<file path="src/selwake_mode_defs.vh">
/*
  Constants for the CAN transceiver mode controller: chip modes, mode field
  codes, effective transceiver modes and reset values.
  Assumes inclusion by bare name from design and verification files.
*/
`ifndef SELWAKE_MODE_DEFS_VH
`define SELWAKE_MODE_DEFS_VH

// chip modes (input chipMode)
`define CHIP_NORMAL 3'h0
`define CHIP_STOP 3'h1
`define CHIP_SLEEP 3'h2
`define CHIP_RESTART 3'h3
`define CHIP_FAILSAFE 3'h4
`define CHIP_INIT 3'h5

// mode field codes
`define FLD_OFF0 3'h0
`define FLD_WAKE 3'h1
`define FLD_RXONLY 3'h2
`define FLD_NORMAL 3'h3
`define FLD_OFF1 3'h4
`define FLD_SELWAKE 3'h5
`define FLD_RXSW 3'h6
`define FLD_NORMSW 3'h7
`define FLD_SW_BIT 2

// effective transceiver modes (output xcvrMode)
`define XM_OFF 3'h0
`define XM_WAKE 3'h1
`define XM_RXONLY 3'h2
`define XM_NORMAL 3'h3
`define XM_SELWAKE 3'h4
`define XM_RXSW 3'h5
`define XM_NORMSW 3'h6
`define XM_WOKEN 3'h7

// reset values
`define RST_FIELD 3'h0
`define RST_FLAG 1'h0

`endif

</file>
<file path="src/selwake_decode.v">
/*
  Combinational decode of mode field plus error flag into the effective
  transceiver mode. Assumes the caller handles woken and fail-safe states.
*/
`timescale 1ns/10ps
`default_nettype none
`include "selwake_mode_defs.vh"

module selwake_decode (
  input wire [2:0] field,
  input wire errFlag,
  input wire [2:0] chipMode,
  output reg [2:0] xm
);

  always @* begin
    xm = `XM_OFF;
    case (field)
      `FLD_OFF0, `FLD_OFF1: xm = `XM_OFF;
      `FLD_WAKE: xm = `XM_WAKE;
      `FLD_RXONLY: xm = `XM_RXONLY;
      `FLD_NORMAL: begin
        if (chipMode == `CHIP_NORMAL) begin
          xm = `XM_NORMAL;
        end else begin
          xm = `XM_WAKE;
        end
      end
      `FLD_SELWAKE: xm = errFlag ? `XM_WAKE : `XM_SELWAKE;
      `FLD_RXSW: xm = errFlag ? `XM_RXONLY : `XM_RXSW;
      `FLD_NORMSW: xm = errFlag ? `XM_NORMAL : `XM_NORMSW;
      default: xm = `XM_OFF;
    endcase
  end

endmodule // selwake_decode
`default_nettype wire

</file>
<file path="src/can_selective_wake_mode_control.v">
/*
  CAN transceiver mode controller with selective wake: holds the mode field,
  error, armed and config-valid flags, and derives the effective transceiver
  mode from chip mode transitions.
  Assumes chipMode, events and writes come from logic on clk; raw bus inputs
  (busRxRaw) come from outside and are synchronised here.
*/
//
// Summary of operation
// - mode field writable only in chip normal
// - field codes map to off/wake/rx/normal/selwake
// - normal with selwake: traffic plus monitoring
// - wake frame in normal: interrupt, woken mode holds rx high
// - rx-only selwake never drives the bus
// - clear error flag means selwake active
// - normal mode reads return programmed field
// - leaving normal may rewrite low field bits
// - stop keeps field; normal becomes wake
// - error set: no wake frames, top bit kept
// - sleep: 010/011 rewritten to 001
// - sleep: 101/110/111 rewritten to 101
// - sleep wake frame: restart, config-valid cleared
// - woken transceiver needs rearm by mode change
// - sleep entry rearms a woken transceiver
// - error flag set only in selwake modes
// - fail-safe forces wake capable, no selwake
`timescale 1ns/10ps
`default_nettype none
`include "selwake_mode_defs.vh"

module can_selective_wake_mode_control (
  input wire clk,
  input wire nrst,
  input wire [2:0] chipMode,
  input wire fieldWr,
  input wire [2:0] fieldWrData,
  input wire errClr,
  input wire cfgValidSet,
  input wire cfgValidClr,
  input wire cfgCheckFail,
  input wire errCntOverflow,
  input wire wakeFrame,
  input wire wakePattern,
  input wire busIdleTimeout,
  input wire busRxRaw,
  input wire txData,
  output reg [2:0] fieldRd,
  output reg selwakeErrorFlag,
  output reg selwakeArmedFlag,
  output reg selwakeConfigValid,
  output reg busSilenceFlag,
  output reg [2:0] xcvrMode,
  output reg canWakeIrq,
  output reg restartReq,
  output reg woken,
  output reg rxOut,
  output reg txOut
);

  ////////////////////////////////////////////////////////////////////////////
  function isSelwakeCode;
    input [2:0] f;
    begin
      isSelwakeCode = f[`FLD_SW_BIT] & (f[1] | f[0]);
    end
  endfunction

  reg [2:0] field_r, field_nxt;
  reg [2:0] prevChip_r;
  reg err_nxt, armed_nxt, cfg_nxt, sil_nxt, woken_nxt;
  reg rxSync1_r, rxSync2_r;
  wire [2:0] decXm;
  wire enterStop, enterSleep, enterFailsafe, inNormal, selwakeLive;

  // decode the field and flag that will stand after this edge, so the
  // registered mode matches the rewritten field on the first low-power cycle
  // instead of lagging one cycle behind it
  selwake_decode uDecode (
    .field(field_nxt),
    .errFlag(err_nxt),
    .chipMode(chipMode),
    .xm(decXm)
  );

  assign inNormal = (chipMode == `CHIP_NORMAL);
  assign enterStop = (chipMode == `CHIP_STOP) && (prevChip_r != `CHIP_STOP);
  assign enterSleep = (chipMode == `CHIP_SLEEP) &&
    (prevChip_r != `CHIP_SLEEP);
  assign enterFailsafe = (chipMode == `CHIP_FAILSAFE) &&
    (prevChip_r != `CHIP_FAILSAFE);
  assign selwakeLive = isSelwakeCode(field_r) && !selwakeErrorFlag &&
    !woken;

  ////////////////////////////////////////////////////////////////////////////
  // field, flags and woken state
  always @* begin
    field_nxt = field_r;
    err_nxt = selwakeErrorFlag;
    armed_nxt = selwakeArmedFlag;
    cfg_nxt = selwakeConfigValid;
    sil_nxt = busSilenceFlag;
    woken_nxt = woken;
    // clear first so that any set below wins in the same cycle
    if (errClr) begin
      err_nxt = 1'b0;
    end
    if (cfgValidClr) begin
      cfg_nxt = 1'b0;
    end
    if (inNormal && fieldWr) begin
      field_nxt = fieldWrData;
      if (fieldWrData != field_r) begin
        woken_nxt = 1'b0;
      end
      if (isSelwakeCode(fieldWrData) && !isSelwakeCode(field_r)) begin
        err_nxt = !selwakeConfigValid;
      end
    end
    if (cfgValidSet && inNormal) begin
      cfg_nxt = 1'b1;
    end
    if (enterSleep) begin
      if (field_r == `FLD_RXONLY || field_r == `FLD_NORMAL) begin
        field_nxt = `FLD_WAKE;
      end else if (isSelwakeCode(field_r)) begin
        field_nxt = `FLD_SELWAKE;
      end
      woken_nxt = 1'b0;
    end
    if (enterFailsafe) begin
      field_nxt = `FLD_WAKE;
      woken_nxt = 1'b0;
    end
    if (chipMode == `CHIP_RESTART && prevChip_r != `CHIP_RESTART) begin
      cfg_nxt = 1'b0;
    end
    if (selwakeLive && busIdleTimeout) begin
      sil_nxt = 1'b1;
    end else if (wakePattern) begin
      sil_nxt = 1'b0;
    end
    if ((isSelwakeCode(field_nxt) || isSelwakeCode(field_r)) &&
        (cfgCheckFail || (errCntOverflow && selwakeLive))) begin
      err_nxt = 1'b1;
      woken_nxt = errCntOverflow ? 1'b1 : woken_nxt;
    end
    if (selwakeLive && wakeFrame) begin
      woken_nxt = 1'b1;
    end else if (!selwakeLive && (decXm == `XM_WAKE) && wakePattern &&
        (chipMode != `CHIP_NORMAL)) begin
      woken_nxt = 1'b1;
    end
    armed_nxt = isSelwakeCode(field_nxt) && !err_nxt && !woken_nxt;
  end

  always @(posedge clk) begin
    if (!nrst) begin
      field_r <= `RST_FIELD;
      prevChip_r <= `CHIP_INIT;
      selwakeErrorFlag <= `RST_FLAG;
      selwakeArmedFlag <= `RST_FLAG;
      selwakeConfigValid <= `RST_FLAG;
      busSilenceFlag <= `RST_FLAG;
      woken <= `RST_FLAG;
      canWakeIrq <= 1'b0;
      restartReq <= 1'b0;
      fieldRd <= `RST_FIELD;
      xcvrMode <= `XM_OFF;
      rxSync1_r <= 1'b1;
      rxSync2_r <= 1'b1;
      rxOut <= 1'b1;
      txOut <= 1'b1;
    end else begin
      field_r <= field_nxt;
      prevChip_r <= chipMode;
      selwakeErrorFlag <= err_nxt;
      selwakeArmedFlag <= armed_nxt;
      selwakeConfigValid <= cfg_nxt;
      busSilenceFlag <= sil_nxt;
      woken <= woken_nxt;
      fieldRd <= field_nxt;
      // wake frame: interrupt outside sleep, restart from sleep
      canWakeIrq <= selwakeLive && wakeFrame &&
        (chipMode != `CHIP_SLEEP);
      restartReq <= selwakeLive && wakeFrame &&
        (chipMode == `CHIP_SLEEP);
      if (woken_nxt) begin
        xcvrMode <= `XM_WOKEN;
      end else if (enterFailsafe || chipMode == `CHIP_FAILSAFE) begin
        xcvrMode <= `XM_WAKE;
      end else begin
        xcvrMode <= decXm;
      end
      rxSync1_r <= busRxRaw;
      rxSync2_r <= rxSync1_r;
      // rx follows the bus only in receiving modes; wake frame does not pull
      case (xcvrMode)
        `XM_RXONLY, `XM_NORMAL, `XM_RXSW, `XM_NORMSW: rxOut <= rxSync2_r;
        default: rxOut <= 1'b1;
      endcase
      case (xcvrMode)
        `XM_NORMAL, `XM_NORMSW: txOut <= txData;
        default: txOut <= 1'b1;
      endcase
    end
  end

endmodule // can_selective_wake_mode_control
`default_nettype wire

</file>
<file path="config.mk">
export PLATFORM = sky130hd
export DESIGN_NAME = can_selective_wake_mode_control
export DESIGN_NICKNAME = d
export VERILOG_FILES = /design/src/selwake_decode.v /design/src/can_selective_wake_mode_control.v
export VERILOG_INCLUDE_DIRS = /design/src
export SDC_FILE = /design/constraint.sdc
export NUM_CORES = 1
export LEC_CHECK = 0
export BUFFER_PORTS_ARGS = -buffer_cell sky130_fd_sc_hd__buf_2
export CORE_MARGIN = 2
export CORE_UTILIZATION = 25
export CTS_BUF_LIST = sky130_fd_sc_hd__clkbuf_4 sky130_fd_sc_hd__clkbuf_8
export CTS_CLUSTER_SIZE = 10
export DETAILED_ROUTE_END_ITERATION = 8
export SETUP_SLACK_MARGIN = 0.1
export SKIP_CTS_REPAIR_TIMING = 1
export SLEW_MARGIN = 20
export SYNTH_ARGS = -nofsm -noshare
export SYNTH_HDL_FRONTEND = slang
export SYNTH_SLANG_ARGS = --single-unit
</file>
<file path="constraint.sdc">
create_clock -name clk -period 4.1 [get_ports clk]
set_input_delay 0.41 -clock clk [delete_from_list [all_inputs] [get_ports clk]]
set_output_delay 0.41 -clock clk [all_outputs]
set_load 0.05 [all_outputs]
</file>
==> results of run 1 <==
-- cells by family after synthesis --
group / Yosys count / share of synthesized area
AO/OA/AOI/OAI: 22 / 0.181
multiplexers: 5 / 0.0518
AND/OR/NAND/NOR: 49 / 0.303
XOR/XNOR: 5 / 0.0442
buffers and inverters: 4 / 0.0164
flip-flops: 20 / 0.404
-- area by class of cell --
cell class,count,area [µm²]
fillers,413,2460
multi-input cells,81,574
flip-flops and latches,20,400
repair buffers,33,165
well taps,48,60.1
clock buffers,3,41.3
clock inverters,1,30.0
inverters,2,7.51
-- layer usage --
metal | up-vias | routed length (µm)
li1 | 447 | -
met1 | 398 | 982
met2 | 26 | 1100
met3 | 4 | 171
met4 | 0 | 63
met5 | - | 0
-- cells in the mapped netlist (2+ instances only) --
cell / number
nor2_1: 11
a21oi_1: 4
and2_1: 3
inv_1: 2
or2_2: 2
xor2_1: 5
nor3_1: 4
nand3_1: 4
nor3b_1: 3
nor2b_1: 3
nand2_1: 5
o21a_1: 3
dfxtp_1: 20
mux2i_1: 4
nand2b_1: 4
o21ai_0: 4
-- cell usage in the layout, fill, tap and decap left out, types with 4 or more instances in the layout --
cell | Yosys | routed
nor2_1 | 11 | 11
o21ai_0 | 4 | 4
nand2_1 | 5 | 5
a21oi_1 | 4 | 4
buf_2 | 1 | 33
xor2_1 | 5 | 5
dfxtp_1 | 20 | 20
mux2i_1 | 4 | 4
nor3_1 | 4 | 4
nand3_1 | 4 | 4
nand2b_1 | 4 | 4
-- worst reg2reg max path, stage by stage, from the launching register on --
cell and delay (ns):
dfxtp_1 0.37, o21ai_0 0.47, o2111a_1 0.31, mux2i_1 0.30, nand3_1 0.22, and4_1 0.28, a221o_1 0.26
-- flip-flops by register name, summed over array words and instances (netlist names) --
register,count
canWakeIrq,1
rxSync1_r,1
busSilenceFlag,1
selwakeArmedFlag,1
prevChip_r,3
txOut,1
rxSync2_r,1
xcvrMode,3
selwakeConfigValid,1
rxOut,1
woken,1
restartReq,1
field_r,3
selwakeErrorFlag,1
-- path summary, 6_finish.rpt --
| check | startpoint | endpoint | slack (ns) | cells after the start |
|---|---|---|---|---|
| setup / recovery | field_r[0] | xcvrMode[1] | 1.79 | 6 |
| hold / removal | busRxRaw | rxSync1_r | 0.32 | 2 |
| setup reg to reg | field_r[0] | xcvrMode[1] | 1.79 | 6 |
| hold reg to reg | rxSync2_r | rxOut | 0.42 | 1 |
-- metrics by stage --
stage	std cells	util	power, W	instance area [µm²]	hold WS, ns
floorplan	105	-	0.000261	991	0.386
global placement	184	0.323	0.000284	1210	0.392
detailed placement	184	0.323	0.000285	1210	0.408
CTS	188	0.342	0.000481	1280	0.323
global route	188	0.342	0.000498	1280	0.326
finish	188	0.342	0.000477	1280	0.323
-- report_power, final --
group	leakage [nW]	total [W]	switching (W)	internal (W)
clock	0.0357	0.000196	0.0000660	0.000130
combinational	0.362	0.0000733	0.0000458	0.0000275
sequential	0.163	0.000208	0.00000598	0.000202
total	0.561	0.000477	0.000118	0.000360
==> results.md, run 1 <==
* Grt total ovfl at 0
* CTS tree: done
* Row count at 22
* Status: finished clean
* Share of cells above drive strength 1 at 0.329
* Vias in the first global route at 838
* Setup violators final at 0
* Die span in y at 67.0 µm
* PortBufs at 33
* Starting Density at 0.265
* Worst setup margin at 1.79 ns
* Static Leak at 0.561 nW
* Final Max Slew Viols at 0
* Final period util at 0.563
* Power density over the cells at 373 nW/µm²
* IO Count at 34
* RSZ-0062 raised after global routing: false
* Routed wire length per instance at 12.3 µm
* Synth warnings at 0
* Clock insertion delay at the later pin of the skew report at 0.26 ns
* DIE AREA at 4480 µm²
* Crit. End Element: flip-flop
* Top delay family on crit path: compound AO/OA/AOI/OAI gates
* Critical-path cell list: o21ai_0 -> o2111a_1 -> mux2i_1 -> nand3_1 -> and4_1 -> a221o_1
* Grt met2 use at 0.178
* Synth async-reset ratio at 0
* Critical Path RT at 4.25 ns
* CP arrival at 2.46 ns
* Routed vias/inst at approximately 4.7
* Synthesized flop and latch total at 20
* DRC Markers at 0
* Max clock buf depth at 2
* Max VDD drop at approximately 0.11 mV
* First-pass GRT wire length at 3710 µm
* Sequential area share after synthesis at 0.404
* H-tree levels at 1
* Startpoint Class: flip-flop
* Largest net degree at the start of global routing at 18
* Library cells used by synthesis at 40
* Initial antenna violation count at 0
* DP Worst Slack at about 1.6 ns
* Routability cong. at 0.876
* Inserted Clock Buffers at 3
* Fin. Hold Viols at 0
* Critical Path Fanout Max at 6
* Core area at ~3700 µm²
* Met3 Use GR at 0.0287
* Die width at 67.0 µm
* N_diodes at 0
* Aggregate global-route resource usage at 0.113
* Area Growth Syn to Fin at 29.0%
* Top_reg_cell synth: dfxtp_1
* Critical path class: reg2reg
* DR vias at 875
* Largest cells by area after synthesis: dfxtp_1, xor2_1, nor2_1
* Synth area leader: dfxtp_1
* Synth Instances at roughly 110
* HPWL Detailed at 1900 µm
* Critical path's largest stage delay at 0.47 ns
* Setup TNS at 0 ns
* Fin crit period at about 2.3 ns
* Worst slew pin tran at 0.536 ns
* Syn Area/Cell at 9.44 µm²
* DRT Wirelength at ~2300 µm
* Pre-Repair DR Iteration Count at 4
* Antenna viol nets, final at 0
* Max Clk Rate at 433 MHz
* Hold Crit Class: in2reg
* GR peak layer: met2
* CP max-delay cell: o21ai_0
* Post-synth EDFFs at 0
* Synthesized area at 991 µm²
* Top cell type's share of synthesized area at 0.404
* Max_slew headroom at 0.639
* Post-layout nets at 160
* DR iter-0 viols at 35
* Clk pin slew, worst setup/hold paths at 0.07 ns
* CTS root buf: clkbuf_8
* Worst clock skew at about 0.0017 ns
* Met1 Use GR at 0.133
* Max_cap viols at 0
* Syn nets at between 100 and 150
* CTS sink cnt at 20
* Buffers & Inverters on Critical Path at 0
(Power assumes the default switching activity.)
==> run 2: changes to the inputs <==
==> constraint.sdc (replaced) <==
create_clock -name clk -period 2.25 [get_ports clk]
set_input_delay 0.225 -clock clk [delete_from_list [all_inputs] [get_ports clk]]
set_output_delay 0.225 -clock clk [all_outputs]
set_load 0.05 [all_outputs]
==> results.md, run 2 (synthesis gave the netlist of run 1 again) <==
* Biggest regs: field_r x3, prevChip_r x3, xcvrMode x3
* DR iter-0 viols at 31
* Power density over the cells at 668 nW/µm²
* CTS root buf: clkbuf_8
* Max VDD drop at 0.248 mV
* Most frequent cells in the layout: buf_2, dfxtp_1, nor2_1
* H-tree levels at 1
* IO Count at 34
* Inserted Clock Buffers at 3
* DR vias at ~920
* Clock insertion delay at the later pin of the skew report at roughly 0.26 ns
* Clk pin slew, worst setup/hold paths at 0.08 ns
* Initial antenna violation count at 0
* CP arrival at 2.16 ns
* Sequential cell area at 400 µm²
* Share of cells above drive strength 1 at 0.354
* Most common cell after layout, fill and taps aside: buf_2
* Worst setup margin at ~0.24 ns
* First-pass GRT wire length at 3800 µm
* Setup violators final at 0
* Starting Density at 0.265
* DRC Markers at 0
* Hold Crit Class: in2reg
* Max_cap viols at 0
* Critical Path RT at 2.40 ns
* Max Clk Rate at around 500 MHz
* Wl on met1 at 1120 µm
* Setup TNS at 0 ns
* Core area at 3740 µm²
* HPWL Detailed at 1940 µm
* Fin. Hold Viols at 0
* DIE AREA at 4480 µm²
* Non-Filler Instances at about 190
* Die span in y at between 60 and 70 µm
* Pre-Repair DR Iteration Count at 4
* CTS sink cnt at 20
* Aggregate global-route resource usage at 0.113
* FILL cells at between 400 and 500
* WL met2 at 1120 µm
* Critical path class: reg2reg
* Critical Path Fanout Max at 5
* Row count at 22
* Routed wire length per instance at 12.4 µm
* PortBufs at 33
* Area of the multi-input gates at approximately 580 µm²
* Metal3 WL at 107 µm
* CTS tree: done
* Final Max Slew Viols at 0
* Crit. End Element: flip-flop
* Worst slew pin tran at 0.460 ns
* Max clock buf depth at 2
* N_diodes at 0
* DRT Wirelength at 2390 µm
* Post-layout nets at 164
* Critical-path cell list: nor3b_1 -> o32ai_4 -> or2_2 -> and2_1 -> and4_1 -> a221o_1
* CP max-delay cell: nor3b_1
* Vias in the first global route at around 860
* DR top layer: met4
* Area Growth Syn to Fin at 32.6%
* Post-route core utilization at 0.351
* Worst clock skew at 0.00455 ns
* Antenna viol nets, final at 0
* DP Worst Slack at 0.0910 ns
* Status: finished clean
* Grt total ovfl at 0
* Static Leak at 0.584 nW
* Post-placement cell count at 188
* Routability cong. at 0.908
* Max_slew headroom at 0.692
* Fin crit period at 2.01 ns
* Die width at 67.0 µm
* Routed vias/inst at 4.79
* Critical path's largest stage delay at 0.40 ns
* Largest net degree at the start of global routing at 18
* RSZ-0062 raised after global routing: false
* Final period util at 0.892
* Startpoint Class: flip-flop
run 2: cell types whose count changed in the layout (fill, tap and decap cells not counted):
cell    previous run  this run
nor3_1             4         3
buf_4              0         4
nor3_2             0         1
run 2: critical path, delay by kind of cell (launching register included):
kind            cells  cell delay [ns]
simple gates        4             1.09
flops               1             0.35
compound gates      2             0.46
run 2: metrics by stage:
| stage | area (µm²) | power [W] | hold WS [ns] |
|---|---|---|---|
| finish | 1310 | 0.000877 | 0.139 |
| global route | 1310 | 0.000910 | 0.146 |
| CTS | 1310 | 0.000878 | 0.140 |
| detailed placement | 1240 | 0.000523 | 0.398 |
| global placement | 1240 | 0.000520 | 0.391 |
| floorplan | 991 | 0.000475 | 0.298 |
run 2: cell type report:
class / count / area share
repair buffers: 37 / 0.149
well taps: 48 / 0.0457
flip-flops and latches: 20 / 0.305
multi-input cells: 81 / 0.441
clock buffers: 3 / 0.0314
inverters: 2 / 0.00571
clock inverters: 1 / 0.0229
run 2: report_power, final:
part / total, W / switching [W] / leakage (nW) / internal (W)
Clock: 0.000363 / 0.000126 / 0.0357 / 0.000237
Combinational: 0.000135 / 0.0000829 / 0.385 / 0.0000519
Sequential: 0.000379 / 0.0000117 / 0.163 / 0.000367
Total: 0.000877 / 0.000221 / 0.584 / 0.000657
run 2: routing by layer:
layer,vias to the layer above,global-route usage
met5,-,0
met4,0,0.0536
met3,4,0.0135
met2,19,0.193
met1,434,0.140
li1,462,-
run 2: worst paths after layout:
path | start | endpoint | cells after the start | slack [ns]
worst max-delay path | prevChip_r[2] | xcvrMode[1] | 6 | 0.24
worst min-delay path | busRxRaw | rxSync1_r | 2 | 0.14
worst max register to register | prevChip_r[2] | xcvrMode[1] | 6 | 0.24
worst min register to register | rxSync1_r | rxSync2_r | 1 | 0.41
==> run 3: changes to the inputs <==
==> constraint.sdc (replaced) <==
create_clock -name clk -period 2.25 [get_ports clk]
set_input_delay 0.45 -clock clk [delete_from_list [all_inputs] [get_ports clk]]
set_output_delay 0.45 -clock clk [all_outputs]
set_load 0.05 [all_outputs]
==> results.md, run 3 (synthesis gave the netlist of run 1 again) <==
* Status: finished clean
* CTS root buf: clkbuf_8
* Hold Slack at around 0.37 ns
* Startpoint Class: input port
* Crit. End Element: flip-flop
* DRC Markers at 0
* Area Growth Syn to Fin at 41.9%
* Biggest regs: field_r x3, prevChip_r x3, xcvrMode x3
* R2R depth at 7
* Flop2flop setup slack at around 0.26 ns
* PortBufs at 33
* Die span in y at about 67 µm
* Worst setup margin at 0.188 ns
* Max Clk Rate at 485 MHz
* Largest net degree at the start of global routing at 18
* Final period util at 0.917
* Grt total ovfl at 0
* CP arrival at roughly 2.2 ns
* Max VDD drop at between 0.2 and 0.3 mV
* Final Max Slew Viols at 0
* Pre-Repair DR Iteration Count at 4
* Clk pin slew, worst setup/hold paths at 0.08 ns
* Die width at ~67 µm
* Power density over the cells at 638 nW/µm²
* DIE AREA at 4480 µm²
* Vias in the first global route at 977
* CTS tree: done
* Critical path class: in2reg
* H-tree levels at 1
* Setup violators final at 0
* CP startpoint: chipMode[1]
* First-pass GRT wire length at about 4400 µm
* Critical Path RT at 2.40 ns
* Worst clock skew at 0.00382 ns
* Max clock buf depth at 2
* DR iter-0 viols at 17
* CTS sink cnt at 20
* Max_cap viols at 0
* Critical Path Fanout Max at 4
* Worst slew pin tran at between 0.4 and 0.5 ns
* Routed vias/inst at 4.68
* Overall power at 0.000897 W
* DRT Wirelength at between 2000 and 3000 µm
* Worst R2R End: selwakeArmedFlag
* Share of cells above drive strength 1 at 0.406
* Hold-critical path depth at 2
* IO Count at 34
* Min-Delay Startpoint: busRxRaw
* Routed wire length per instance at between 10 and 15 µm
* Post-layout nets at 175
* Row count at 22
* R2r startpoint: prevChip_r[2]
* Post-route core utilization at 0.376
* N_diodes at 0
* DR vias at 950
* Inserted Clock Buffers at 3
* Fin. Hold Viols at 0
* Starting Density at 0.265
* Clock insertion delay at the later pin of the skew report at 0.26 ns
* RSZ-0062 raised after global routing: false
* Aggregate global-route resource usage at 0.129
* Core area at 3740 µm²
* Initial antenna violation count at 0
* Hold Path End: rxSync1_r
* FILL cells at 405
* Routability cong. at roughly 0.87
* Hold Crit Class: in2reg
* Most frequent cells in the layout: buf_2, dfxtp_1, buf_4
* Most common cell after layout, fill and taps aside: buf_2
* DP Worst Slack at -0.0339 ns
* Fin crit period at 2.06 ns
* Antenna viol nets, final at 0
* Static Leak at 0.637 nW
* Max_slew headroom at 0.683
* HPWL Detailed at 2040 µm
-- run 3: cell count changes in the layout (fill, tap and decap cells not counted) --
| cell | delta |
|---|---|
| or2_4 | +1 |
| mux2_2 | -1 |
| buf_4 | +11 |
| mux2i_2 | +1 |
| or2_2 | -1 |
| mux2_4 | +1 |
| mux2i_1 | -1 |
-- run 3: cell type report --
class                      instances  area [µm²]  area share
tap                               48        60.1      0.0427
inverter                           2        7.51     0.00534
sequential                        20         400       0.285
timing repair buffer              48         278       0.198
clock inverter                     1        30.0      0.0214
multi-input combinational         81         589       0.419
clock buffer                       3        41.3      0.0294
-- run 3: worst max path at each step --
| stage | end | depth (start not counted) |
|---|---|---|
| after floorplan | xcvrMode[2] | 6 |
| after global placement | xcvrMode[2] | 7 |
| after detailed placement | xcvrMode[2] | 7 |
| after CTS | xcvrMode[1] | 8 |
| after global routing | xcvrMode[1] | 8 |
| final | xcvrMode[1] | 8 |
-- run 3: critical path, stage by stage --
cell and delay (ns):
buf_2 0.13, nor4b_4 0.34, buf_4 0.20, mux2i_2 0.22, nor3b_2 0.23, o21a_1 0.19
o21ai_2 0.11, a221o_1 0.35
-- run 3: layer usage --
metal / wire (µm) / vias to the layer above / GRT usage
li1: - / 477 / -
met1: 1240 / 446 / 0.167
met2: 1210 / 25 / 0.206
met3: 137 / 2 / 0.0287
met4: 27 / 0 / 0.0536
met5: 0 / - / 0
-- run 3: power breakdown --
group	internal (W)	switching (W)
clock	0.000237	0.000126
combinational	0.0000657	0.0000882
sequential	0.000367	0.0000119
total	0.000671	0.000226
-- run 3: through the flow --
stage	setup TNS (ns)	cell area [µm²]	cells
detailed placement	-0.0642	1330	199
finish	0	1410	203
global placement	-0.0207	1330	199
CTS	0	1400	203
global route	0	1410	203
floorplan	0	1000	105
